===== config.mk =====
export PLATFORM = sky130hd
export DESIGN_NAME = dpa_host
export DESIGN_NICKNAME = d
export VERILOG_FILES = /design/src/shared/dpa_pkg.sv /design/src/dpa_host.sv
export SDC_FILE = /design/constraint.sdc
export NUM_CORES = 1
export LEC_CHECK = 0
export ABC_AREA = 0
export BUFFER_PORTS_ARGS = -buffer_cell sky130_fd_sc_hd__buf_2
export CORE_ASPECT_RATIO = 1.2
export CORE_MARGIN = 2
export CORE_UTILIZATION = 52
export DETAILED_ROUTE_END_ITERATION = 10
export PLACE_DENSITY = 0.84
export SYNTH_ARGS = -nofsm -noshare
export SYNTH_HDL_FRONTEND = slang
export SYNTH_SLANG_ARGS = --single-unit

===== constraint.sdc =====
create_clock -name clk_i -period 2.7 [get_ports clk_i]
set_input_delay 0.27 -clock clk_i [delete_from_list [all_inputs] [get_ports clk_i]]
set_output_delay 0.27 -clock clk_i [all_outputs]
set_load 0.03 [all_outputs]

===== src/shared/dpa_pkg.sv =====
// constants for the host-side controller of one dual-port ram port
// assumes a 10 MHz clock and an asynchronous dual-port ram on the pins
package dpa_pkg;
    // ------------------------------------------------------------
    // memory geometry and mailbox words
    // ------------------------------------------------------------
    localparam int ADDR_W = 16;
    localparam int DATA_W = 9;
    localparam logic [ADDR_W-1:0] MBOX_RIGHT = 16'hffff;
    localparam logic [ADDR_W-1:0] MBOX_LEFT = 16'hfffe;
    localparam int TOKEN_ADDR_W = 3;
    // ------------------------------------------------------------
    // timing
    // ------------------------------------------------------------
    localparam int CLK_PERIOD_NS = 100;
    localparam int FLAG_UPDATE_PULSE_NS = 12;
    localparam int FLOWTHROUGH_DELAY_NS = 35;
    localparam int BUSY_FROM_ENABLE_DELAY_NS = 20;
    localparam int FLAG_PULSE_CYC =
        (FLAG_UPDATE_PULSE_NS + CLK_PERIOD_NS - 1) / CLK_PERIOD_NS;
    localparam int FLOW_CYC =
        (FLOWTHROUGH_DELAY_NS + CLK_PERIOD_NS - 1) / CLK_PERIOD_NS;
    localparam int BUSY_SETTLE_CYC =
        (BUSY_FROM_ENABLE_DELAY_NS + CLK_PERIOD_NS - 1) / CLK_PERIOD_NS;
    // access phases: setup, strobe, hold
    localparam int ACCESS_CYC = 2;
    localparam logic [3:0] CNT_W1 = 4'h1;
    // ------------------------------------------------------------
    // commands
    // ------------------------------------------------------------
    typedef enum logic [1:0] {
        DPA_CMD_READ,
        DPA_CMD_WRITE,
        DPA_CMD_TOKEN_READ,
        DPA_CMD_TOKEN_WRITE
    } dpa_cmd_t;
endpackage


===== src/dpa_host.sv =====
// host controller driving one port of an asynchronous dual-port ram
// assumes busy and interrupt pins come straight from the ram, unclocked
`timescale 1ns/10ps
module dpa_host #(
    parameter int ADDR_W = dpa_pkg::ADDR_W,
    parameter int DATA_W = dpa_pkg::DATA_W,
    parameter bit IS_LEFT = 1'b1
) (
    input wire logic clk_i,
    input wire logic nrst_i,
    input wire logic req_i,
    input wire dpa_pkg::dpa_cmd_t cmd_i,
    input wire logic [ADDR_W-1:0] addr_i,
    input wire logic [DATA_W-1:0] wdata_i,
    input wire logic slave_i,
    output logic ready_o,
    output logic done_o,
    output logic [DATA_W-1:0] rdata_o,
    output logic busy_seen_o,
    output logic irq_o,
    output logic chip_enable_n_o,
    output logic token_latch_select_n_o,
    output logic output_enable_n_o,
    output logic write_n_o,
    output logic [ADDR_W-1:0] addr_o,
    output logic [DATA_W-1:0] data_o,
    output logic data_oe_o,
    input wire logic [DATA_W-1:0] data_i,
    input wire logic busy_n_i,
    input wire logic int_n_i
);
    // ------------------------------------------------------------
    // state
    // ------------------------------------------------------------
    typedef enum logic [2:0] {
        DPA_IDLE,
        DPA_SETUP,
        DPA_STROBE,
        DPA_REST
    } dpa_state_t;

    typedef struct packed {
        dpa_state_t st;
        logic [3:0] cnt;
        dpa_pkg::dpa_cmd_t cmd;
        logic [2:0] sync_busy;
        logic [1:0] sync_int;
        logic [DATA_W-1:0] sync_data0;
        logic [DATA_W-1:0] sync_data1;
        logic ready;
        logic done;
        logic [DATA_W-1:0] rdata;
        logic busy_seen;
        logic irq;
        logic ce_n;
        logic sel_n;
        logic oe_n;
        logic we_n;
        logic [ADDR_W-1:0] addr;
        logic [DATA_W-1:0] wdata;
        logic doe;
        logic rest_pend;
    } dpa_s_t;

    dpa_s_t s;
    dpa_s_t next_s;

    localparam logic [3:0] CNT_ONE = dpa_pkg::CNT_W1;

    function automatic logic is_read(input dpa_pkg::dpa_cmd_t c);
        return c == dpa_pkg::DPA_CMD_READ || c == dpa_pkg::DPA_CMD_TOKEN_READ;
    endfunction

    function automatic logic is_token(input dpa_pkg::dpa_cmd_t c);
        return c == dpa_pkg::DPA_CMD_TOKEN_READ ||
               c == dpa_pkg::DPA_CMD_TOKEN_WRITE;
    endfunction

    // ------------------------------------------------------------
    // sequencing
    // ------------------------------------------------------------
    always_comb
    begin
        next_s = s;
        next_s.done = 1'b0;
        next_s.sync_busy = {s.sync_busy[1:0], ~busy_n_i};
        next_s.sync_int = {s.sync_int[0], ~int_n_i};
        next_s.sync_data0 = data_i;
        next_s.sync_data1 = s.sync_data0;
        next_s.irq = s.sync_int[1];
        next_s.busy_seen = s.sync_busy[2];
        case (s.st)
            DPA_IDLE:
            begin
                if (req_i && s.ready)
                begin
                    next_s.ready = 1'b0;
                    next_s.cmd = cmd_i;
                    next_s.we_n = 1'b1;
                    if (is_token(cmd_i))
                        // token address uses the low three bits only
                        next_s.addr = {{(ADDR_W-dpa_pkg::TOKEN_ADDR_W){1'b0}},
                            addr_i[dpa_pkg::TOKEN_ADDR_W-1:0]};
                    else
                        next_s.addr = addr_i;
                    // only bit zero matters for token writes
                    next_s.wdata = is_token(cmd_i) ?
                        {DATA_W{wdata_i[0]}} : wdata_i;
                    next_s.doe = ~is_read(cmd_i);
                    // wait also covers the busy synchroniser depth
                    next_s.cnt = 4'(dpa_pkg::BUSY_SETTLE_CYC +
                        dpa_pkg::FLOW_CYC + $bits(s.sync_busy));
                    next_s.st = DPA_SETUP;
                end
            end
            DPA_SETUP:
            begin
                // address stable, then select; write waits for busy only when slave_i is set
                next_s.ce_n = is_token(s.cmd);
                next_s.sel_n = ~is_token(s.cmd);
                next_s.oe_n = ~is_read(s.cmd);
                if (s.cnt > CNT_ONE)
                    next_s.cnt = s.cnt - CNT_ONE;
                else if (!(slave_i && s.sync_busy[2] && !is_read(s.cmd)))
                begin
                    next_s.we_n = is_read(s.cmd);
                    next_s.cnt = 4'(dpa_pkg::ACCESS_CYC + dpa_pkg::FLOW_CYC);
                    next_s.st = DPA_STROBE;
                end
            end
            DPA_STROBE:
            begin
                if (s.cnt > CNT_ONE)
                    next_s.cnt = s.cnt - CNT_ONE;
                else
                begin
                    if (is_read(s.cmd))
                        next_s.rdata = s.sync_data1;
                    next_s.ce_n = 1'b1;
                    next_s.sel_n = 1'b1;
                    next_s.oe_n = 1'b1;
                    next_s.we_n = 1'b1;
                    next_s.doe = 1'b0;
                    // rest after token access before any read-back
                    next_s.cnt = 4'(dpa_pkg::FLAG_PULSE_CYC);
                    next_s.st = DPA_REST;
                end
            end
            DPA_REST:
            begin
                if (s.cnt > CNT_ONE)
                    next_s.cnt = s.cnt - CNT_ONE;
                else
                begin
                    next_s.done = 1'b1;
                    next_s.ready = 1'b1;
                    next_s.st = DPA_IDLE;
                end
            end
            default:
                next_s.st = DPA_IDLE;
        endcase
    end

    always_ff @(posedge clk_i)
    begin
        if (!nrst_i)
        begin
            s <= '0;
            s.st <= DPA_IDLE;
            s.ready <= 1'b1;
            s.ce_n <= 1'b1;
            s.sel_n <= 1'b1;
            s.oe_n <= 1'b1;
            s.we_n <= 1'b1;
        end
        else
            s <= next_s;
    end

    // ------------------------------------------------------------
    // outputs
    // ------------------------------------------------------------
    assign ready_o = s.ready;
    assign done_o = s.done;
    assign rdata_o = s.rdata;
    assign busy_seen_o = s.busy_seen;
    assign irq_o = s.irq;
    assign chip_enable_n_o = s.ce_n;
    assign token_latch_select_n_o = s.sel_n;
    assign output_enable_n_o = s.oe_n;
    assign write_n_o = s.we_n;
    assign addr_o = s.addr;
    assign data_o = s.wdata;
    assign data_oe_o = s.doe;
endmodule // dpa_host


==> metrics.csv, run 1 <==
stage;metric;value;unit
die;Die Span X;75.76;um
placed_design;PortBufs;84;
logic_synthesis;largest area contributor in the netlist;dfxtp_1;
min_path;worst hold path class;in2reg;
die;FP Rows;31;
clock_network;CTS Buf Count;9;
drt;drt initial violations;46;
logic_synthesis;largest family of logic cells by synthesized area;simple AND/OR/NAND/NOR gates;
layout;commonest non-fill, non-tap cell in the layout;buf_2;
grt;wire length of the first global-routing pass;9252;um
clock_network;clk_lat worst skew;0.35;ns
clock_network;Resized cells post-CTS;0;
grt;gr usage total;17.46;%
logic_synthesis;Syn Std Cell Area;3213;um^2
power_and_ir_drop;Power Density;825.5;nW/um^2
placed_design;GPL Wtd Cong;0.8067;
die;core area;6012;um^2
drt;WL per Instance;11.83;um
die;die area;6826;um^2
clock_network;clock tree buffer depth;2;
drt;DRT Pass-1 Iters;4;
critical_path;Critical Path Fanout Max;10;
logic_synthesis;synth unique cells;36;
sta;Worst Skew;0.006406;ns
clock_network;clk slew on worst S/H paths;0.08;ns
logic_synthesis;post-synthesis xor/xnor area fraction;0;%
clock_network;CTS Hold Bufs;0;
logic_synthesis;Yosys top cell area share;46.11;%
grt;initial antenna violation count;0;
layout;Layout Area Growth over Synthesis;12.34;%
sta;pin slew with the least headroom to its limit;0.7235;ns
logic_synthesis;Warnings, synthesis;0;
sta;Max Freq;0.4722;GHz
critical_path;Setup CP Type;reg2reg;
outcome;status;finished clean;
layout;fraction of layout cells with a size suffix above 1;26.95;%
logic_synthesis;area share of and/or/nand/nor cells after synthesis;24.45;%
grt;number of global-route vias before repair;2095;
critical_path;Worst setup SP type;flop;
sta;Slew Viols, Final;0;
sta;RSZ-0062 raised after global routing;false;
grt;largest net degree at the start of global routing;53;
sta;final setup fails;0;
logic_synthesis;EDFF count, synth;0;
drt;Residual DRC;0;
sta;Slew Limit Headroom;51.76;%
layout;diodes inserted;0;
clock_network;htree depth;3;
die;Die Y;90.11;um
logic_synthesis;adder-cell share of the synthesized area;3.115;%
sta;post-route setup TNS;0;ns
layout;nets;442;
logic_synthesis;post-synthesis cell count;348;
sta;setup ws final;0.5820;ns
power_and_ir_drop;Pleak;1.563;nW
sta;Tmin final;2.118;ns
logic_synthesis;register area share after synthesis;46.11;%
logic_synthesis;Yosys reg bits;74;
die;# IOs;85;
critical_path;Worst EP required;2.94;ns
clock_network;setup bufs post-CTS;0;
sta;Final Cycle Share;78.44;%
power_and_ir_drop;Max IR drop VDD;0.4700;mV
logic_synthesis;Synth area leaders;dfxtp_1 46%, buf_4 8.2%, a21boi_0 5.6%;
die;Starting Density;53.44;%
placed_design;Post-Place Setup Slack;0.6247;ns
critical_path;Critical Path Sink Type;flop;
logic_synthesis;mux contribution to synthesized area;3.427;%
critical_path;critical path data arrival time;2.35;ns
grt;GRT overflow;0;
placed_design;Detail Placement HPWL;3926;um
logic_synthesis;Synth Area in Compound Gates;10.63;%
clock_network;CTS tree;yes;
logic_synthesis;ys async rst share;0;%
drt;Vias/cell;4.852;
drt;Detailed Route WL;5665;um
drt;ANT nets after route;0;
logic_synthesis;Post-Syn Area per Cell;9.233;um^2
clock_network;clock root buffer;clkbuf_8;
sta;Final Hold Vio Count;0;
drt;vias;2324;
logic_synthesis;Syn Nets;398;
flow_run;number of max-cap violations;0;
clock_network;CTS Sinks;74;
logic_synthesis;Primary FF master, synth;dfxtp_1;
layout;commonest non-fill, non-tap cells in the layout;84 x buf_2, 74 x dfxtp_1, 37 x nand2_1;
where the power goes:
group	internal, mW	switching, mW
clock	0.444	0.435
combinational	0.303	0.531
sequential	1.20	0.0644
total	1.95	1.03
per-layer routing:
layer / GRT usage, % / vias up / wire length [um]
met1: 21.13 / 1055 / 2568
met4: 9.211 / 0 / 137
met3: 4.484 / 10 / 288
met5: 0 / - / 0
li1: - / 1198 / -
met2: 27.59 / 61 / 2670
cell type report:
type,count,area [um^2]
timing repair buffer,88,450.4
multi-input combinational,211,1338
clock inverter,7,83.83
fill,531,2402
tap,82,102.6
inverter,8,30.03
clock buffer,9,123.9
sequential,74,1481
synth_stat cells (all sizes together) (9+ instances only):
cell type / n
dfxtp: 74
buf: 43
nand2: 37
a21boi: 25
and2: 24
nor2b: 21
nand3b: 13
nor2: 13
clkbuf: 11
mux2i: 11
nor3b: 10
nor3: 9
flip-flops by register name (all words and copies together) (netlist names):
name,cells
s,17
write_n_o,1
data_o,9
addr_o,16
next_s,14
ready_o,1
data_oe_o,1
token_latch_select_n_o,1
output_enable_n_o,1
chip_enable_n_o,1
busy_seen_o,1
done_o,1
irq_o,1
rdata_o,9
cell families (layout without fill, tap and decap cells):
family	Yosys count	in the layout
compound gates	50	50
fa+ha+maj	8	8
buf+inv	63	112
flops	74	74
mux	11	11
simple gates	142	142
metrics by stage:
stage	hold slack [ns]	cell area [um^2]	total power, mW	std cells	utilization [%]
floorplan	0.3416	3213	2.002	348	-
global placement	0.4133	3402	2.096	463	56.59
detailed placement	0.4191	3402	2.124	463	56.59
CTS	0.03850	3610	3.017	479	60.04
global route	0.04891	3610	3.156	479	60.04
finish	0.06378	3610	2.980	479	60.04
path summary, 6_finish.rpt:
path | from | endpoint | slack [ns] | cells past startpoint
worst max-delay path | s[69] | s[72] | 0.58 | 7
worst min-delay path | busy_n_i | next_s[65] | 0.06 | 2
worst max register to register | s[69] | s[72] | 0.58 | 7
worst min register to register | next_s[49] | s[49] | 0.43 | 1
critical path, stage by stage, from the launching register on:
cell and delay, ns:
dfxtp_1 0.37, inv_1 0.07, ha_1 0.22, nor2_1 0.16, or3_1 0.33, a2bb2oi_1 0.53
a21boi_0 0.22, o21ai_0 0.10
(Power assumes the default switching activity.)
==> inputs of run 2 (changes only) <==
- ABC_AREA: 0 -> 1
- CORE_UTILIZATION: 52 -> 47
- PLACE_DENSITY: 0.84 -> 0.81
- clock period: 2.7 -> 1.77 ns (I/O delays scaled with it)
==> run 2 against run 1 <==
Compared with the run above: routed wire length rose by 6.8%; flip-flop and latch count did not move; count of clock-buffer cells in the layout rose by 1; die area rose by 6.1%; critical path depth did not move; design area fell by 1.6%; worst setup slack got worse by 0.46 ns; largest power group unchanged; clock power rose by 35%; synthesized cell count rose by 12%; maximum frequency rose by 29%.
==> metrics.csv, run 2 <==
stage;metric;value;unit
clock_network;CTS Buf Count;9;
min_path;worst hold path class;in2reg;
layout;post-layout util;55.43;%
drt;Residual DRC;0;
critical_path;worst stage delay on the critical path;0.36;ns
logic_synthesis;Warnings, synthesis;0;
logic_synthesis;ys async rst share;0;%
logic_synthesis;Syn Nets;441;
die;Starting Density;48.26;%
sta;RSZ-0062 raised after global routing;false;
layout;max reg flops;17;
sta;Slew Viols, Final;0;
clock_network;htree depth;3;
critical_path;Most common cell on crit path;inv_1;
clock_network;clk slew on worst S/H paths;0.08;ns
logic_synthesis;Syn Std Cell Area;3092;um^2
die;Die Span X;78.04;um
critical_path;setup slack, reg-to-reg;0.12;ns
die;Die Y;92.85;um
sta;Slew Limit Headroom;75.96;%
placed_design;Cells after DPL;516;
die;FP Rows;32;
sta;Final Hold Vio Count;0;
layout;Largest Register;s;
die;core area;6406;um^2
logic_synthesis;synth unique cells;28;
clock_network;clk_lat worst skew;0.34;ns
flow_run;number of max-cap violations;0;
power_and_ir_drop;cell internal pwr;3.133;mW
sta;Max Freq;0.6076;GHz
drt;WL per Instance;11.26;um
power_and_ir_drop;Pleak;1.815;nW
critical_path;critical path data arrival time;1.88;ns
critical_path;Top Family by Delay on Critical Path;compound AO/OA/AOI/OAI gates;
logic_synthesis;post-synthesis cell count;391;
placed_design;GPL Wtd Cong;0.9738;
logic_synthesis;most frequent cell after synthesis;nand2_1;
clock_network;clock root buffer;clkbuf_8;
grt;wire length of the first global-routing pass;9811;um
drt;Vias/cell;4.628;
drt;DRT Pass-1 Iters;4;
layout;diodes inserted;0;
sta;Final Cycle Share;92.98;%
min_path;launch point of the worst hold path;data_i[0];
logic_synthesis;Yosys reg bits;74;
placed_design;Detail Placement HPWL;4229;um
critical_path;critical path's slowest cell;dfxtp_1;
placed_design;PortBufs;84;
logic_synthesis;largest area contributor in the netlist;dfxtp_1;
die;# IOs;85;
min_path;hold endpoint;next_s[44];
power_and_ir_drop;combinational power share;38.4;%
grt;gr usage total;17.06;%
power_and_ir_drop;clock share of power;22.3;%
logic_synthesis;EDFF count, synth;0;
critical_path;Critical Path Sink Type;flop;
logic_synthesis;Yosys top cell area share;47.92;%
critical_path;cells along the critical path;inv_1, ha_1, inv_1, o21ai_0, nand2_1, a31oi_1, nor2_1;
critical_path;capture point of the worst reg-to-reg path;data_oe_o;
critical_path;Critical Path Fanout Max;5;
sta;Worst Skew;0.007438;ns
drt;drt initial violations;132;
layout;fraction of layout cells with a size suffix above 1;27.21;%
critical_path;Worst EP required;2.01;ns
grt;number of global-route vias before repair;2226;
power_and_ir_drop;sequential share of power;39.3;%
critical_path;Worst setup SP type;flop;
grt;GRT overflow;0;
sta;final setup fails;0;
drt;Detailed Route WL;6048;um
min_path;hold path cells;3;
power_and_ir_drop;Max IR drop VDD;0.7611;mV
power_and_ir_drop;NetSw;2.208;mW
sta;pin slew with the least headroom to its limit;0.3596;ns
power_and_ir_drop;switch share;41.34;%
logic_synthesis;Primary FF master, synth;dfxtp_1;
layout;Non-Filler Instances;537;
logic_synthesis;Synth top cells by count;101 x nand2_1, 74 x dfxtp_1, 41 x inv_1;
clock_network;CTS Sinks;74;
critical_path;Worst Reg-to-Reg Cells;7;
critical_path;Setup CP Type;reg2reg;
grt;largest net degree at the start of global routing;34;
layout;Layout Area Growth over Synthesis;14.85;%
layout;commonest non-fill, non-tap cell in the layout;nand2_1;
clock_network;clock tree buffer depth;2;
critical_path;reg2reg start;s[73];
logic_synthesis;register area share after synthesis;47.92;%
sta;Tmin final;1.646;ns
sta;post-route setup TNS;0;ns
drt;vias;2485;
layout;nets;497;
clock_network;CTS tree;yes;
outcome;status;finished clean;
logic_synthesis;Post-Syn Area per Cell;7.907;um^2
power_and_ir_drop;Power Density;1504;nW/um^2
layout;commonest non-fill, non-tap cells in the layout;101 x nand2_1, 84 x buf_2, 74 x dfxtp_1;
die;die area;7246;um^2
logic_synthesis;Synth area leaders;dfxtp_1 48%, nand2_1 12%, buf_4 8.5%;
drt;ANT nets after route;0;
grt;initial antenna violation count;0;
critical_path;buffers and inverters on the worst path;2;
## run 2: cell count changes in the layout (fill, tap and decap cells not counted), moves of 10 or more
cell      previous run  this run
a21boi_0            24         0
a21oi_1              7        25
and2_1              24         0
inv_1                8        41
mux2i_1             11         0
nand2_1             37       101
nand3_1              2        14
nand3b_1            13         0
nor2_1              13        31
nor2b_1             21         0
o21ai_0              7        17
## run 2: power by group through the flow
stage / clock [mW] / combinational [mW] / sequential (mW)
4_1_cts: 1.23 / 2.01 / 2.10
2_1_floorplan: 0 / 1.64 / 2.21
3_3_place_gp: 0 / 1.96 / 2.12
5_1_grt: 1.30 / 2.28 / 2.13
3_5_place_dp: 0 / 2.00 / 2.13
6_report: 1.19 / 2.05 / 2.10
## run 2: layout make-up
| class | count | area (um^2) |
|---|---|---|
| fillers | 589 | 2855 |
| flip-flops and latches | 74 | 1481 |
| multi-input cells | 225 | 1112 |
| repair buffers | 92 | 490.5 |
| inverters | 45 | 173.9 |
| clock buffers | 10 | 137.6 |
| well taps | 85 | 106.4 |
| clock inverters | 6 | 48.80 |
## run 2: how the worst max path moves through the flow
stage / from / endpoint / slack, ns / cells after the start
finish: s[73] / data_oe_o / 0.12 / 7
global route: s[73] / s[70] / 0.02 / 10
CTS: s[73] / addr_o[5] / 0.06 / 6
detailed placement: s[73] / addr_o[5] / 0.07 / 6
global placement: s[73] / data_o[8] / 0.22 / 6
floorplan: s[73] / s[71] / 0.29 / 9
## run 2: layer usage
layer  share of wire, %  routed length, um  track usage, %  vias to the layer above
met3                6.1                370           5.166                        9
met5                  0                  0               0                        -
met2                 49               2948           29.09                       70
li1                   -                  -               -                     1296
met1                 43               2618           19.66                     1110
met4                1.8                110           7.456                        0
## run 2: stage by stage
| step | total power [mW] | cell area (um^2) | hold slack (ns) | worst slack (ns) |
|---|---|---|---|---|
| after CTS | 5.336 | 3530 | 0.001200 | 0.05571 |
| after global routing | 5.714 | 3551 | 0.005022 | 0.01604 |
| after detailed placement | 4.126 | 3303 | 0.3397 | 0.07039 |
| after global placement | 4.079 | 3303 | 0.3400 | 0.2164 |
| after floorplan | 3.846 | 3092 | 0.2494 | 0.2892 |
| final | 5.341 | 3551 | 0.01683 | 0.1242 |
## run 2: logic make-up after synthesis
group           Yosys count  synth area share (%)
simple gates            159                 21.69
buf+inv                  93                 16.79
flops                    74                 47.92
compound gates           57                 10.36
fa+ha+maj                 8                 3.238
## run 2: worst reg2reg max path, delay by kind of cell (launching register included)
family                   cells  cell delay, ns
flip-flops                   1            0.36
adder cells (fa/ha/maj)      1            0.30
AO/OA/AOI/OAI                2            0.43
AND/OR/NAND/NOR              2            0.19
buffers and inverters        2            0.26
## run 2: what timing repair did
item | CTS | global route
resized for setup | 0 | 4
buffers inserted | 0 | 0
endpoints found under the setup margin | 0 | 25
hold buffers | 4 | 0
endpoints found under the hold margin | 4 | 0
